==> src/clock_startup_pkg.sv <==
// package: fuse layout, sequencer states, register map and start-up counts
package clock_startup_pkg;
    localparam int unsigned WDT_OSC_HZ     = 128000;
    localparam int unsigned TOUT_SHORT_MS  = 4;
    localparam int unsigned TOUT_LONG_MS   = 65;
    localparam int unsigned TOUT_SHORT_CYC = TOUT_SHORT_MS * WDT_OSC_HZ / 1000;
    localparam int unsigned TOUT_LONG_CYC  = TOUT_LONG_MS * WDT_OSC_HZ / 1000;
    localparam logic [16:0] CK_EXT         = 17'h00006;
    localparam logic [16:0] CK_258         = 17'h00102;
    localparam logic [16:0] CK_1K          = 17'h00400;
    localparam logic [16:0] CK_16K         = 17'h04000;
    localparam logic [16:0] CK_32K         = 17'h08000;
    localparam logic [16:0] CK_RESET_EXTRA = 17'h0000E;
    localparam logic [2:0]  DIV_LAST       = 3'h7;
    localparam logic [7:0]  ADDR_FUSE      = 8'h00;
    localparam logic [7:0]  ADDR_CTRL      = 8'h04;
    localparam logic [7:0]  ADDR_STATUS    = 8'h08;
    localparam logic [7:0]  FUSE_RESET     = 8'h22;
    localparam logic [1:0]  RESP_OKAY      = 2'h0;
    localparam logic [1:0]  RESP_SLVERR    = 2'h2;

    typedef struct packed {
        logic       divide_by_eight_fuse;
        logic       spare;
        logic [1:0] startup_time_fuses;
        logic [3:0] clock_select_fuses;
    } fuse_t;

    typedef enum logic [1:0] {TOUT_NONE, TOUT_SHORT, TOUT_LONG} tout_t;

    typedef struct packed {
        tout_t       toutSel;
        logic [16:0] startupCk;
        logic        lpMode;
        logic [1:0]  lpRange;
    } decode_t;

    typedef enum logic [2:0] {
        ST_HOLD  = 3'h0,
        ST_TOUT  = 3'h1,
        ST_START = 3'h3,
        ST_RUN   = 3'h2,
        ST_SLEEP = 3'h6
    } state_t;

    typedef struct packed {
        logic [6:0]  spare;
        logic [16:0] rippleCount;
        logic [1:0]  lpRange;
        logic        lpMode;
        logic        fromReset;
        logic        coreReset;
        state_t      state;
    } status_t;
endpackage

==> src/clock_startup_reset_sequencer.sv <==
// start-up reset sequencer with fuse register on an AXI4-Lite slave
`timescale 1ns/1ps
module clock_startup_reset_sequencer #(
    parameter logic [16:0] TOUT_LONG_CYCLES = 17'(clock_startup_pkg::TOUT_LONG_CYC),
    parameter logic [16:0] STARTUP_16K      = clock_startup_pkg::CK_16K,
    parameter logic [16:0] STARTUP_32K      = clock_startup_pkg::CK_32K
) (
    // clock and reset
    input  logic        clk,
    input  logic        rst,
    input  logic        ce,
    // pins from outside the clock domain
    input  logic        wdtOscPin,
    input  logic        sysOscPin,
    input  logic        resetSourcePin,
    input  logic        wakePin,
    // core control
    output logic        coreReset,
    output logic        coreClkEn,
    // axi4-lite write
    input  logic [7:0]  awaddr,
    input  logic        awvalid,
    output logic        awready,
    input  logic [31:0] wdata,
    input  logic [3:0]  wstrb,
    input  logic        wvalid,
    output logic        wready,
    output logic [1:0]  bresp,
    output logic        bvalid,
    input  logic        bready,
    // axi4-lite read
    input  logic [7:0]  araddr,
    input  logic        arvalid,
    output logic        arready,
    output logic [31:0] rdata,
    output logic [1:0]  rresp,
    output logic        rvalid,
    input  logic        rready
);
    logic [3:0]                   syncA;
    logic [3:0]                   syncB;
    logic [3:0]                   syncC;
    logic                         wdtTick;
    logic                         sysTick;
    logic                         resetSrc;
    logic                         wakeLvl;
    clock_startup_pkg::fuse_t     fuse;
    clock_startup_pkg::fuse_t     next_fuse;
    clock_startup_pkg::decode_t   dec;
    clock_startup_pkg::state_t    state;
    clock_startup_pkg::state_t    next_state;
    clock_startup_pkg::status_t   status;
    logic [16:0]                  toutCycles;
    logic [16:0]                  toutCount;
    logic                         toutDone;
    logic [16:0]                  rippleTarget;
    logic [16:0]                  rippleCount;
    logic                         rippleDone;
    logic                         fromReset;
    logic                         next_fromReset;
    logic                         next_coreReset;
    logic                         next_coreClkEn;
    logic [2:0]                   divCount;
    logic [2:0]                   next_divCount;
    logic                         divHit;
    logic                         sleepReq;
    logic                         next_sleepReq;
    logic                         wrFire;
    logic                         rdFire;
    logic [1:0]                   next_bresp;
    logic                         next_bvalid;
    logic [31:0]                  next_rdata;
    logic [1:0]                   next_rresp;
    logic                         next_rvalid;

    // pin synchronisers: bit 0 watchdog, 1 system osc, 2 reset source, 3 wake
    always_ff @(posedge clk or posedge rst) begin
        if (rst) begin
            syncA <= 4'h4;
            syncB <= 4'h4;
            syncC <= 4'h4;
        end else if (ce) begin
            syncA <= {wakePin, resetSourcePin, sysOscPin, wdtOscPin};
            syncB <= syncA;
            syncC <= syncB;
        end
    end

    assign wdtTick  = syncB[0] && !syncC[0];
    assign sysTick  = syncB[1] && !syncC[1];
    assign resetSrc = syncB[2];
    assign wakeLvl  = syncB[3];

    fuse_decode #(
        .LONG_CYC (TOUT_LONG_CYCLES),
        .CK16K    (STARTUP_16K),
        .CK32K    (STARTUP_32K)
    ) u_decode (
        .fuse       (fuse),
        .dec        (dec),
        .toutCycles (toutCycles)
    );

    // time-out counter on watchdog ticks
    tick_counter u_tout (
        .clk    (clk),
        .rst    (rst),
        .ce     (ce),
        .clear  (state != clock_startup_pkg::ST_TOUT),
        .tick   (wdtTick),
        .target (toutCycles),
        .count  (toutCount),
        .done   (toutDone)
    );

    // reset start adds the fixed extra cycles
    assign rippleTarget = fromReset ?
        17'(dec.startupCk + clock_startup_pkg::CK_RESET_EXTRA) : dec.startupCk;

    // ripple counter on system oscillator ticks
    tick_counter u_ripple (
        .clk    (clk),
        .rst    (rst),
        .ce     (ce),
        .clear  (state != clock_startup_pkg::ST_START),
        .tick   (sysTick),
        .target (rippleTarget),
        .count  (rippleCount),
        .done   (rippleDone)
    );

    // sequencer
    always_comb begin
        next_state     = state;
        next_fromReset = fromReset;
        case (state)
            clock_startup_pkg::ST_HOLD: begin
                if (!resetSrc) begin
                    next_state = clock_startup_pkg::ST_TOUT;
                end
            end
            clock_startup_pkg::ST_TOUT: begin
                if (resetSrc) begin
                    next_state = clock_startup_pkg::ST_HOLD;
                end else if (toutDone) begin
                    next_state     = clock_startup_pkg::ST_START;
                    next_fromReset = 1'b1;
                end
            end
            clock_startup_pkg::ST_START: begin
                if (resetSrc) begin
                    next_state = clock_startup_pkg::ST_HOLD;
                end else if (rippleDone) begin
                    next_state = clock_startup_pkg::ST_RUN;
                end
            end
            clock_startup_pkg::ST_RUN: begin
                if (resetSrc) begin
                    next_state = clock_startup_pkg::ST_HOLD;
                end else if (sleepReq) begin
                    next_state = clock_startup_pkg::ST_SLEEP;
                end
            end
            clock_startup_pkg::ST_SLEEP: begin
                if (resetSrc) begin
                    next_state = clock_startup_pkg::ST_HOLD;
                end else if (wakeLvl) begin
                    next_state     = clock_startup_pkg::ST_START;
                    next_fromReset = 1'b0;
                end
            end
            default: begin
                next_state = clock_startup_pkg::ST_HOLD;
            end
        endcase
        next_coreReset = (next_state != clock_startup_pkg::ST_RUN);
        divHit = fuse.divide_by_eight_fuse || (divCount == clock_startup_pkg::DIV_LAST);
        next_divCount = 3'h0;
        if (state == clock_startup_pkg::ST_RUN && sysTick) begin
            next_divCount = 3'(divCount + 3'h1);
        end else if (state == clock_startup_pkg::ST_RUN) begin
            next_divCount = divCount;
        end
        next_coreClkEn = (state == clock_startup_pkg::ST_RUN) && !resetSrc
            && sysTick && divHit;
    end

    always_ff @(posedge clk or posedge rst) begin
        if (rst) begin
            state     <= clock_startup_pkg::ST_HOLD;
            fromReset <= 1'b1;
            coreReset <= 1'b1;
            coreClkEn <= 1'b0;
            divCount  <= 3'h0;
        end else if (ce) begin
            state     <= next_state;
            fromReset <= next_fromReset;
            coreReset <= next_coreReset;
            coreClkEn <= next_coreClkEn;
            divCount  <= next_divCount;
        end
    end

    // register slave
    assign wrFire  = awvalid && wvalid && !bvalid && ce;
    assign awready = wrFire;
    assign wready  = wrFire;
    assign arready = !rvalid && ce;
    assign rdFire  = arvalid && arready;

    always_comb begin
        status             = '0;
        status.rippleCount = rippleCount;
        status.lpRange     = dec.lpRange;
        status.lpMode      = dec.lpMode;
        status.fromReset   = fromReset;
        status.coreReset   = coreReset;
        status.state       = state;
    end

    always_comb begin
        next_fuse     = fuse;
        next_sleepReq = sleepReq && (state != clock_startup_pkg::ST_RUN);
        next_bresp    = bresp;
        next_bvalid   = bvalid && !bready;
        next_rdata    = rdata;
        next_rresp    = rresp;
        next_rvalid   = rvalid && !rready;
        if (wrFire) begin
            next_bvalid = 1'b1;
            next_bresp  = clock_startup_pkg::RESP_OKAY;
            if (awaddr == clock_startup_pkg::ADDR_FUSE) begin
                if (wstrb[0]) begin
                    next_fuse = clock_startup_pkg::fuse_t'(wdata[7:0]);
                end
            end else if (awaddr == clock_startup_pkg::ADDR_CTRL) begin
                if (wstrb[0] && wdata[0]) begin
                    next_sleepReq = 1'b1;
                end
            end else if (awaddr != clock_startup_pkg::ADDR_STATUS) begin
                next_bresp = clock_startup_pkg::RESP_SLVERR;
            end
        end
        if (rdFire) begin
            next_rvalid = 1'b1;
            next_rresp  = clock_startup_pkg::RESP_OKAY;
            if (araddr == clock_startup_pkg::ADDR_FUSE) begin
                next_rdata = {24'h000000, fuse};
            end else if (araddr == clock_startup_pkg::ADDR_CTRL) begin
                next_rdata = {31'h00000000, sleepReq};
            end else if (araddr == clock_startup_pkg::ADDR_STATUS) begin
                next_rdata = status;
            end else begin
                next_rdata = 32'h00000000;
                next_rresp = clock_startup_pkg::RESP_SLVERR;
            end
        end
    end

    always_ff @(posedge clk or posedge rst) begin
        if (rst) begin
            fuse     <= clock_startup_pkg::fuse_t'(clock_startup_pkg::FUSE_RESET);
            sleepReq <= 1'b0;
            bresp    <= 2'h0;
            bvalid   <= 1'b0;
            rdata    <= 32'h00000000;
            rresp    <= 2'h0;
            rvalid   <= 1'b0;
        end else if (ce) begin
            fuse     <= next_fuse;
            sleepReq <= next_sleepReq;
            bresp    <= next_bresp;
            bvalid   <= next_bvalid;
            rdata    <= next_rdata;
            rresp    <= next_rresp;
            rvalid   <= next_rvalid;
        end
    end
endmodule // clock_startup_reset_sequencer

==> src/fuse_decode.sv <==
// decode of clock-select and start-up fuses into counts
`timescale 1ns/1ps
module fuse_decode #(
    parameter logic [16:0] LONG_CYC = 17'(clock_startup_pkg::TOUT_LONG_CYC),
    parameter logic [16:0] CK16K    = clock_startup_pkg::CK_16K,
    parameter logic [16:0] CK32K    = clock_startup_pkg::CK_32K
) (
    // fuses, zero means programmed
    input  clock_startup_pkg::fuse_t   fuse,
    // decoded selection
    output clock_startup_pkg::decode_t dec,
    output logic [16:0]                toutCycles
);
    function automatic clock_startup_pkg::tout_t sutDelay(input logic [1:0] code);
        if (code == 2'h0) begin
            return clock_startup_pkg::TOUT_NONE;
        end else if (code == 2'h1) begin
            return clock_startup_pkg::TOUT_SHORT;
        end
        return clock_startup_pkg::TOUT_LONG;
    endfunction

    always_comb begin
        dec.lpMode  = fuse.clock_select_fuses[3];
        dec.lpRange = fuse.clock_select_fuses[2:1];
        dec.toutSel = sutDelay(fuse.startup_time_fuses);
        dec.startupCk = clock_startup_pkg::CK_EXT;
        // fields are used raw, zero is the programmed state
        if (fuse.clock_select_fuses[3] || fuse.clock_select_fuses[3:1] == 3'h3) begin
            case ({fuse.clock_select_fuses[0], fuse.startup_time_fuses})
                3'h0: begin
                    dec.startupCk = clock_startup_pkg::CK_258;
                    dec.toutSel   = clock_startup_pkg::TOUT_SHORT;
                end
                3'h1: begin
                    dec.startupCk = clock_startup_pkg::CK_258;
                    dec.toutSel   = clock_startup_pkg::TOUT_LONG;
                end
                3'h2: begin
                    dec.startupCk = clock_startup_pkg::CK_1K;
                    dec.toutSel   = clock_startup_pkg::TOUT_NONE;
                end
                3'h3: begin
                    dec.startupCk = clock_startup_pkg::CK_1K;
                    dec.toutSel   = clock_startup_pkg::TOUT_SHORT;
                end
                3'h4: begin
                    dec.startupCk = clock_startup_pkg::CK_1K;
                    dec.toutSel   = clock_startup_pkg::TOUT_LONG;
                end
                3'h5: begin
                    dec.startupCk = CK16K;
                    dec.toutSel   = clock_startup_pkg::TOUT_NONE;
                end
                3'h6: begin
                    dec.startupCk = CK16K;
                    dec.toutSel   = clock_startup_pkg::TOUT_SHORT;
                end
                default: begin
                    dec.startupCk = CK16K;
                    dec.toutSel   = clock_startup_pkg::TOUT_LONG;
                end
            endcase
        end else if (fuse.clock_select_fuses[3:1] == 3'h2) begin
            dec.startupCk = fuse.clock_select_fuses[0] ? CK32K : clock_startup_pkg::CK_1K;
        end
        case (dec.toutSel)
            clock_startup_pkg::TOUT_NONE:  toutCycles = 17'h00000;
            clock_startup_pkg::TOUT_SHORT: toutCycles = 17'(clock_startup_pkg::TOUT_SHORT_CYC);
            default:                       toutCycles = LONG_CYC;
        endcase
    end
endmodule // fuse_decode

==> src/tick_counter.sv <==
// counter of synchronised oscillator ticks up to a target
`timescale 1ns/1ps
module tick_counter (
    // clock and reset
    input  logic        clk,
    input  logic        rst,
    input  logic        ce,
    // count control
    input  logic        clear,
    input  logic        tick,
    input  logic [16:0] target,
    // result
    output logic [16:0] count,
    output logic        done
);
    logic [16:0] next_count;

    assign done = (count >= target);

    always_comb begin
        next_count = count;
        if (clear) begin
            next_count = 17'h00000;
        end else if (tick && !done) begin
            next_count = 17'(count + 17'h00001);
        end
    end

    always_ff @(posedge clk or posedge rst) begin
        if (rst) begin
            count <= 17'h00000;
        end else if (ce) begin
            count <= next_count;
        end
    end
endmodule // tick_counter
==> config.mk <==
export PLATFORM = sky130hd
export DESIGN_NAME = clock_startup_reset_sequencer
export DESIGN_NICKNAME = d
export VERILOG_FILES = /design/src/clock_startup_pkg.sv /design/src/clock_startup_reset_sequencer.sv /design/src/fuse_decode.sv /design/src/tick_counter.sv
export SDC_FILE = /design/constraint.sdc
export NUM_CORES = 1
export LEC_CHECK = 0
export BUFFER_PORTS_ARGS = -buffer_cell sky130_fd_sc_hd__buf_2
export CAP_MARGIN = 20
export CORE_ASPECT_RATIO = 0.75
export CORE_MARGIN = 1
export CORE_UTILIZATION = 49
export CTS_CLUSTER_SIZE = 24
export DETAILED_ROUTE_END_ITERATION = 10
export GPL_TIMING_DRIVEN = 0
export PLACE_DENSITY = 0.76
export SLEW_MARGIN = 20
export SYNTH_ARGS = -nofsm -noshare
export SYNTH_HDL_FRONTEND = slang
export SYNTH_SLANG_ARGS = --single-unit
==> constraint.sdc <==
create_clock -name clk -period 3.1 [get_ports clk]
set_clock_uncertainty 0.05 [all_clocks]
set_input_delay 0.31 -clock clk [delete_from_list [all_inputs] [get_ports clk]]
set_output_delay 0.31 -clock clk [all_outputs]
set_load 0.02 [all_outputs]
Yosys cells after proc, flatten, opt, wreduce, memory -nomap -nowiden
Cells that the tools add are included.
W data, S select, Z words.

storage, ports and cells
  bits in registers = 100
  bits in latches = 0
  memory bits (writable) = 0
  ROM bits = 0
  bits of input ports = 64
  output and inout port bits = 43
  word-level logic and storage cells = 146
  memories = 0

cells by class
  $add $sub $neg = 4
  $mul = 0
  div/mod/pow operators = 0
  $lt $le $gt $ge = 2
  equality and inequality tests = 28
  shift operators = 0
  mux-type cells = 48
  bitwise operators = 0
  reduce and logical (&&, ||, !) cells = 44

operators by type and width
  cell                     count
  $pmux W19 S7             1
  $mux W17                 7
  $mux W25                 3
  $add A17 B1 Y17 const B  2
  $mux W3                  11
  $pmux W14 S2             1
  $mux W2                  10
  $eq A3 B2 Y1 const B     6
  $add A17 B4 Y17 const B  1
  $ge A17 B14 Y1           1
  $ge A17 B17 Y1           1
  $logic_and A1 B1 Y1      17
  $eq A8 B3 Y1 const B     2
  $logic_not A8 Y1         2
  $mux W16                 1
  $eq A3 B3 Y1 const B     5
  $pmux W3 S5              1
  $mux W1                  12
  $reduce_and A2 Y1        5
  $logic_not A1 Y1         9
  $ne A3 B2 Y1 const B     3
  $eq A8 B4 Y1 const B     1
  $ne A8 B4 Y1 const B     1
  $eq A3 B1 Y1 const B     2
  other kinds (12)         21

Logic depth before layout (Yosys ltp)
  word-level depth = 12
  gate-level depth with buffers = 14
  depth with buffers taken out = 12

Cells and area by module
Synthesis repeated with hierarchy kept, for this count alone.

unflattened totals
  cell total of the unflattened synthesis = 690
  area total of the unflattened synthesis = 6314.8 µm²

by module, submodules not included
  module                         times used  cells each  area an instance (µm²)  sequential area each (µm²)
  tick_counter                   2           187         1535.2                  425.4
  clock_startup_reset_sequencer  1           260         2862.7                  1433.9
  fuse_decode                    1           56          381.6                   0.0

Worst setup path after synthesis
No wires, ideal clock.

  kind = flip-flop to flip-flop
  start = register, netlist name fuse[5]
  end = register u_ripple.count[13]
  setup time = 0.078 ns
  data arrival time = 3.223 ns
  required time = 2.972 ns
  path slack = -0.251 ns
  stages on the path, launching flop included = 13
  buffers on the path = 3
  clock period less this slack = 3.351 ns
  cell sequence = dfstp_2 -> clkbuf_1 -> nor3_1 -> or2_2 -> ha_1 -> ha_1 -> and4b_1 -> nand4_1 -> a211oi_1 -> clkbuf_1 -> buf_2 -> o21ai_0 -> a21oi_1

between the ends
  word-level cells in the longest chain between the ends = 10
  elaborated cells between the ends (all ways) = 16
  classes of those cells = add/sub (1); order compare (1); eq/ne (6); mux (3); reduce/logical (5)

RTL lines
  element                               RTL line                              text
  $eq A3 B3 Y1 (tied with other cells)  fuse_decode.sv:30                     case ({fuse.clock_select_fuses[0], fuse.startup_time_fuses})
  $pmux W19 S7 *                        fuse_decode.sv:30
  $mux W17 *                            fuse_decode.sv:29                     if (fuse.clock_select_fuses[3] || fuse.clock_select_fuses[3:1] == 3'h3) begin
  $add A17 B4 Y17                       clock_startup_reset_sequencer.sv:118  17'(dec.startupCk + clock_startup_pkg::CK_RESET_EXTRA) : dec.startupCk;
  $mux W17 *                            clock_startup_reset_sequencer.sv:117  assign rippleTarget = fromReset ?
  $ge A17 B17 Y1 *                      tick_counter.sv:18                    assign done = (count >= target);
  $logic_not A1 Y1 *                    tick_counter.sv:24                    end else if (tick && !done) begin
  $logic_and A1 B1 Y1 *                 tick_counter.sv:24
  $reduce_bool A2 Y1 (no line) *        --
  $reduce_and A2 Y1 (no line) *         --
  to (signal assigned)                  tick_counter.sv:33                    count <= next_count;
  to (decl)                             tick_counter.sv:13                    output logic [16:0] count,

Every way passes the cells marked *; elsewhere a longest branch is shown, timed or not.
A chain may end at the register's enable or synchronous reset.

Final worst setup path
  start = register, netlist name fuse[5]
  end = register u_tout.count[11]

between the ends
  word-level cells in the longest chain between the ends = 12
  elaborated cells between the ends (all ways) = 23
  classes of those cells = order compare (1); eq/ne (8); mux (7); reduce/logical (7)

RTL lines
  element                                                  RTL line            text
  $eq A2 B1 Y1                                             fuse_decode.sv:17   end else if (code == 2'h1) begin
  $mux W1                                                  fuse_decode.sv:17
  $mux W1                                                  fuse_decode.sv:15   if (code == 2'h0) begin
  $mux W2                                                  fuse_decode.sv:20   return clock_startup_pkg::TOUT_LONG;
  $mux W2 *                                                fuse_decode.sv:29
  $eq A2 B1 Y1 / $logic_not A2 Y1 (equally long branches)  fuse_decode.sv:67   case (dec.toutSel)
  $pmux W14 S2 *                                           fuse_decode.sv:67
  $ge A17 B14 Y1 *                                         tick_counter.sv:18
  $logic_not A1 Y1 *                                       tick_counter.sv:24
  $logic_and A1 B1 Y1 *                                    tick_counter.sv:24
  $reduce_bool A2 Y1 (no line) *                           --
  $reduce_and A2 Y1 (no line) *                            --
  to (signal assigned)                                     tick_counter.sv:33
  to (decl)                                                tick_counter.sv:13

Marked as above.

==> impl_metrics.ini <==
[outcome]
outcome = finished, violations left
failed_checks = negative setup slack

[routing]
vias_per_cell = 6.11
drt_iter0_markers = 439
first_pass_iters = 5
route.vias.total = 4578
routed_wl_mm = 13.2
post-route-drc-count = 0
route.antenna.remaining_nets = 0
routed_wire_length_per_instance_um = 17.6

[critical_path]
path_class = flop to flop
path_max_fanout = 4
req_time_crit_path_ns = 3.32
crit_path_start_kind = flop
worst_setup_path_end_kind = flop
cp.arrival_ns = 3.56

[power_and_ir_drop]
netSwitchingFraction = 0.280
clock_power_share = 0.380
peakVddDrop_mv = 0.331
power-per-cell-area_nw_per_um2 = 469
net-switching-power_uw = 826
combinationalPowerShare = 0.175
power_leakage_uw = 0.00291
p_seq_frac = 0.445
finalPower_uw = 2950
cell_internal_pwr_uw = 2120

[timing]
portion_of_the_clock_cycle_consumed_by_the_worst_path_in_the_final_layout = 1.08
max_freq_mhz = 300
hold_violations = 0
final-setup-viol-count = 30
least_margin_pin_slew_ns = 0.842
post-route-min-period_ns = 3.34
unrepaired_setup_endpoints_after_global_routing = yes
max-slew-margin-rel = 0.438
final.setup.worst_slack_ns = -0.238
report.final.slew_viol_count = 0

[synthesis]
synth.top_cells.by_count = sky130_fd_sc_hd__dfrtp_1 (85), sky130_fd_sc_hd__nand2_1 (39), sky130_fd_sc_hd__o21ai_0 (32)
synth_top_flop_cell = sky130_fd_sc_hd__dfrtp_1
post-synth-top-count-cell = sky130_fd_sc_hd__dfrtp_1
synth.yosys.seq_area_share = 0.467
synth.ff_latch_count = 91
synthArstFlopShare = 1.00
synthDominantAreaCellType = sky130_fd_sc_hd__dfrtp_1
synth.lib_cells_used.distinct = 64
synth.yosys.warnings = 0
syn_area_per_cell_sq_um = 9.90
number_of_synthesized_flops_with_an_enable_pin = 0
post_synth_inst_count = 494
post_synth_instance_area_sq_um = 4890
synth.top_cells.by_area = sky130_fd_sc_hd__dfrtp_1 (43%), sky130_fd_sc_hd__ha_1 (4.6%), sky130_fd_sc_hd__mux2_2 (4.1%), sky130_fd_sc_hd__o21ai_0 (3.3%), sky130_fd_sc_hd__dfstp_2 (3.2%)
post-synth-top-area-fraction = 0.435

[placed_design]
globalplace.congestion = 0.881
pre_cts_ws_ns = -0.606
post_dp_cell_area_sq_um = 5490
detailedPlacementHpwl_mm = 8.36
port_buffers = 70

[final_layout]
layout_cells_sized_above_1 = 0.313
num-nets-final = 694
area_delta_synth_final_pct = 28.3
antenna_cells = 0
finalCoreUtilization = 0.650
final.fill_count = 738
finish.instance_area_sq_um = 6280

[global_route]
grt_pass1_vias = 4019
pin_count_of_the_biggest_net_entering_global_routing = 50
initial_antenna_violation_count = 0
total_routing_resource_utilization_after_global_routing = 0.242
wire_length_of_the_first_global_routing_pass_mm = 19.6
grt_overflow_total = 0

[die]
die_h_um = 88.5
floorplan.die_area_sq_um = 10400
num_rows = 31
die_w_um = 117
io-pin-count = 107
core_sq_um = 9660
initial_core_util = 0.506

[clocking]
cts_made_buffers = 9
clock_latency_ns = 0.35
clock_sinks = 91
cts-htree-levels = 3
cts_root_buffer = sky130_fd_sc_hd__clkbuf_16
tritoncts = done
max-clock-path-buffers = 2
clock_transition_at_path_regs_ns = 0.07

[hold_path]
worstHoldPathType = primary input to flop

[job]
cap_violations = 0
[routing by layer]
layer / routed length [um] / part of all wire / global-route usage
met5: 0 / 0 / 0
met4: 527 / 0.040 / 0.111
met3: 1120 / 0.085 / 0.0631
met2: 5770 / 0.44 / 0.363
met1: 5760 / 0.44 / 0.333
[cells by family (layout without fill, tap and decap cells)]
family / count (synthesis) / after routing / share of synthesized area
muxes: 28 / 28 / 0.0619
DFF: 91 / 91 / 0.467
AOI/OAI and AO/OA: 129 / 129 / 0.179
xor gates and xnor gates: 2 / 2 / 0.00358
other: 1 / 9 / 0.000767
adders and majority gates: 18 / 18 / 0.0460
buffers and inverters: 57 / 172 / 0.0532
and+or+nand+nor: 168 / 168 / 0.188
[flip-flops by register name, indices dropped and copies added, names as in the netlist]
name / flops
fromReset: 1
bresp: 1
divCount: 3
u_ripple.count: 17
u_tout.count: 17
bvalid: 1
coreReset: 1
state: 3
sleepReq: 1
rresp: 1
fuse: 8
syncC: 2
rvalid: 1
syncB: 4
syncA: 4
rdata: 25
coreClkEn: 1
[power by group through the flow]
stage          registers (uW)  clock network, uW  logic [uW]
6_report                 1310               1120         514
2_1_floorplan            1330                  0         329
3_3_place_gp             1330                  0         459
3_5_place_dp             1330                  0         480
5_1_grt                  1320               1180         560
4_1_cts                  1310               1130         489
[path summary, 6_finish.rpt]
path	from	to	slack, ns	cells after the start
min in group asynchronous	rst	rdata[12]	0.52	3
max in group asynchronous	rst	fuse[5]	1.80	4
setup / recovery	fuse[5]	u_tout.count[11]	-0.24	12
hold reg to reg	rdata[2]	rdata[2]	0.43	2
setup reg to reg	fuse[5]	u_tout.count[11]	-0.24	12
hold / removal	wakePin	syncA[3]	0.15	2
[area by class of cell]
| type | instances | area, sq um | share of cell area |
|---|---|---|---|
| multi-input cells | 354 | 2580 | 0.411 |
| flip-flops and latches | 91 | 2290 | 0.365 |
| repair buffers | 99 | 617 | 0.0983 |
| clock buffers | 13 | 260 | 0.0415 |
| plain buffers | 35 | 233 | 0.0371 |
| well taps | 132 | 165 | 0.0263 |
| inverters | 22 | 85.1 | 0.0136 |
| clock inverters | 3 | 46.3 | 0.00737 |
[through the flow]
stage | std cells | TNS, ns | hold WS [ns]
floorplan | 502 | 0 | 0.391
global placement | 704 | -65.99 | 0.407
detailed placement | 705 | -12.59 | 0.357
CTS | 739 | -1.12 | 0.142
global route | 749 | -5.75 | 0.156
finish | 749 | -2.95 | 0.153
[worst max-delay path, cell delays in order (launching register included)]
cell and delay (ns):
sky130_fd_sc_hd__dfstp_2 0.56, sky130_fd_sc_hd__buf_4 0.11, sky130_fd_sc_hd__nor3_2 0.04, sky130_fd_sc_hd__a21o_1 0.17, sky130_fd_sc_hd__a221oi_2 0.29, sky130_fd_sc_hd__inv_1 0.10
sky130_fd_sc_hd__ha_1 0.28, sky130_fd_sc_hd__nor4bb_4 0.16, sky130_fd_sc_hd__a2111o_1 0.40, sky130_fd_sc_hd__a2111o_1 0.49, sky130_fd_sc_hd__buf_4 0.16, sky130_fd_sc_hd__or3_4 0.33
sky130_fd_sc_hd__a21oi_2 0.12
[timing repair]
item | in CTS | in global routing
pin swaps | 29 | 15
hold buffers | 1 | 0
hold endpoints to repair | 30 | 0
buffers inserted | 15 | 9
gates resized for setup | 38 | 24
setup endpoints to repair | 31 | 31
gates cloned | 2 | 1
[placed cells by master (no fill, tap or decap), drive strengths merged, types with 4 or more instances in the layout]
| cell type | n |
|---|---|
| clkbuf | 33 |
| ha | 18 |
| or3 | 16 |
| a211oi | 4 |
| conb | 9 |
| nand3 | 14 |
| a21oi | 28 |
| mux2i | 10 |
| buf | 113 |
| o21ai | 32 |
| a22o | 18 |
| o211ai | 4 |
| or2 | 4 |
| nor2 | 19 |
| o31ai | 10 |
| nand2b | 8 |
| mux2 | 18 |
| nor4 | 6 |
| nor3 | 10 |
| inv | 22 |
| and2 | 8 |
| nand2 | 39 |
| a21o | 4 |
| dfstp | 6 |
| nor2b | 6 |
| nand4 | 13 |
| or4 | 10 |
| dfrtp | 85 |
| o21a | 4 |
| and3 | 4 |
Note: power is estimated with default switching activity, not from simulation.
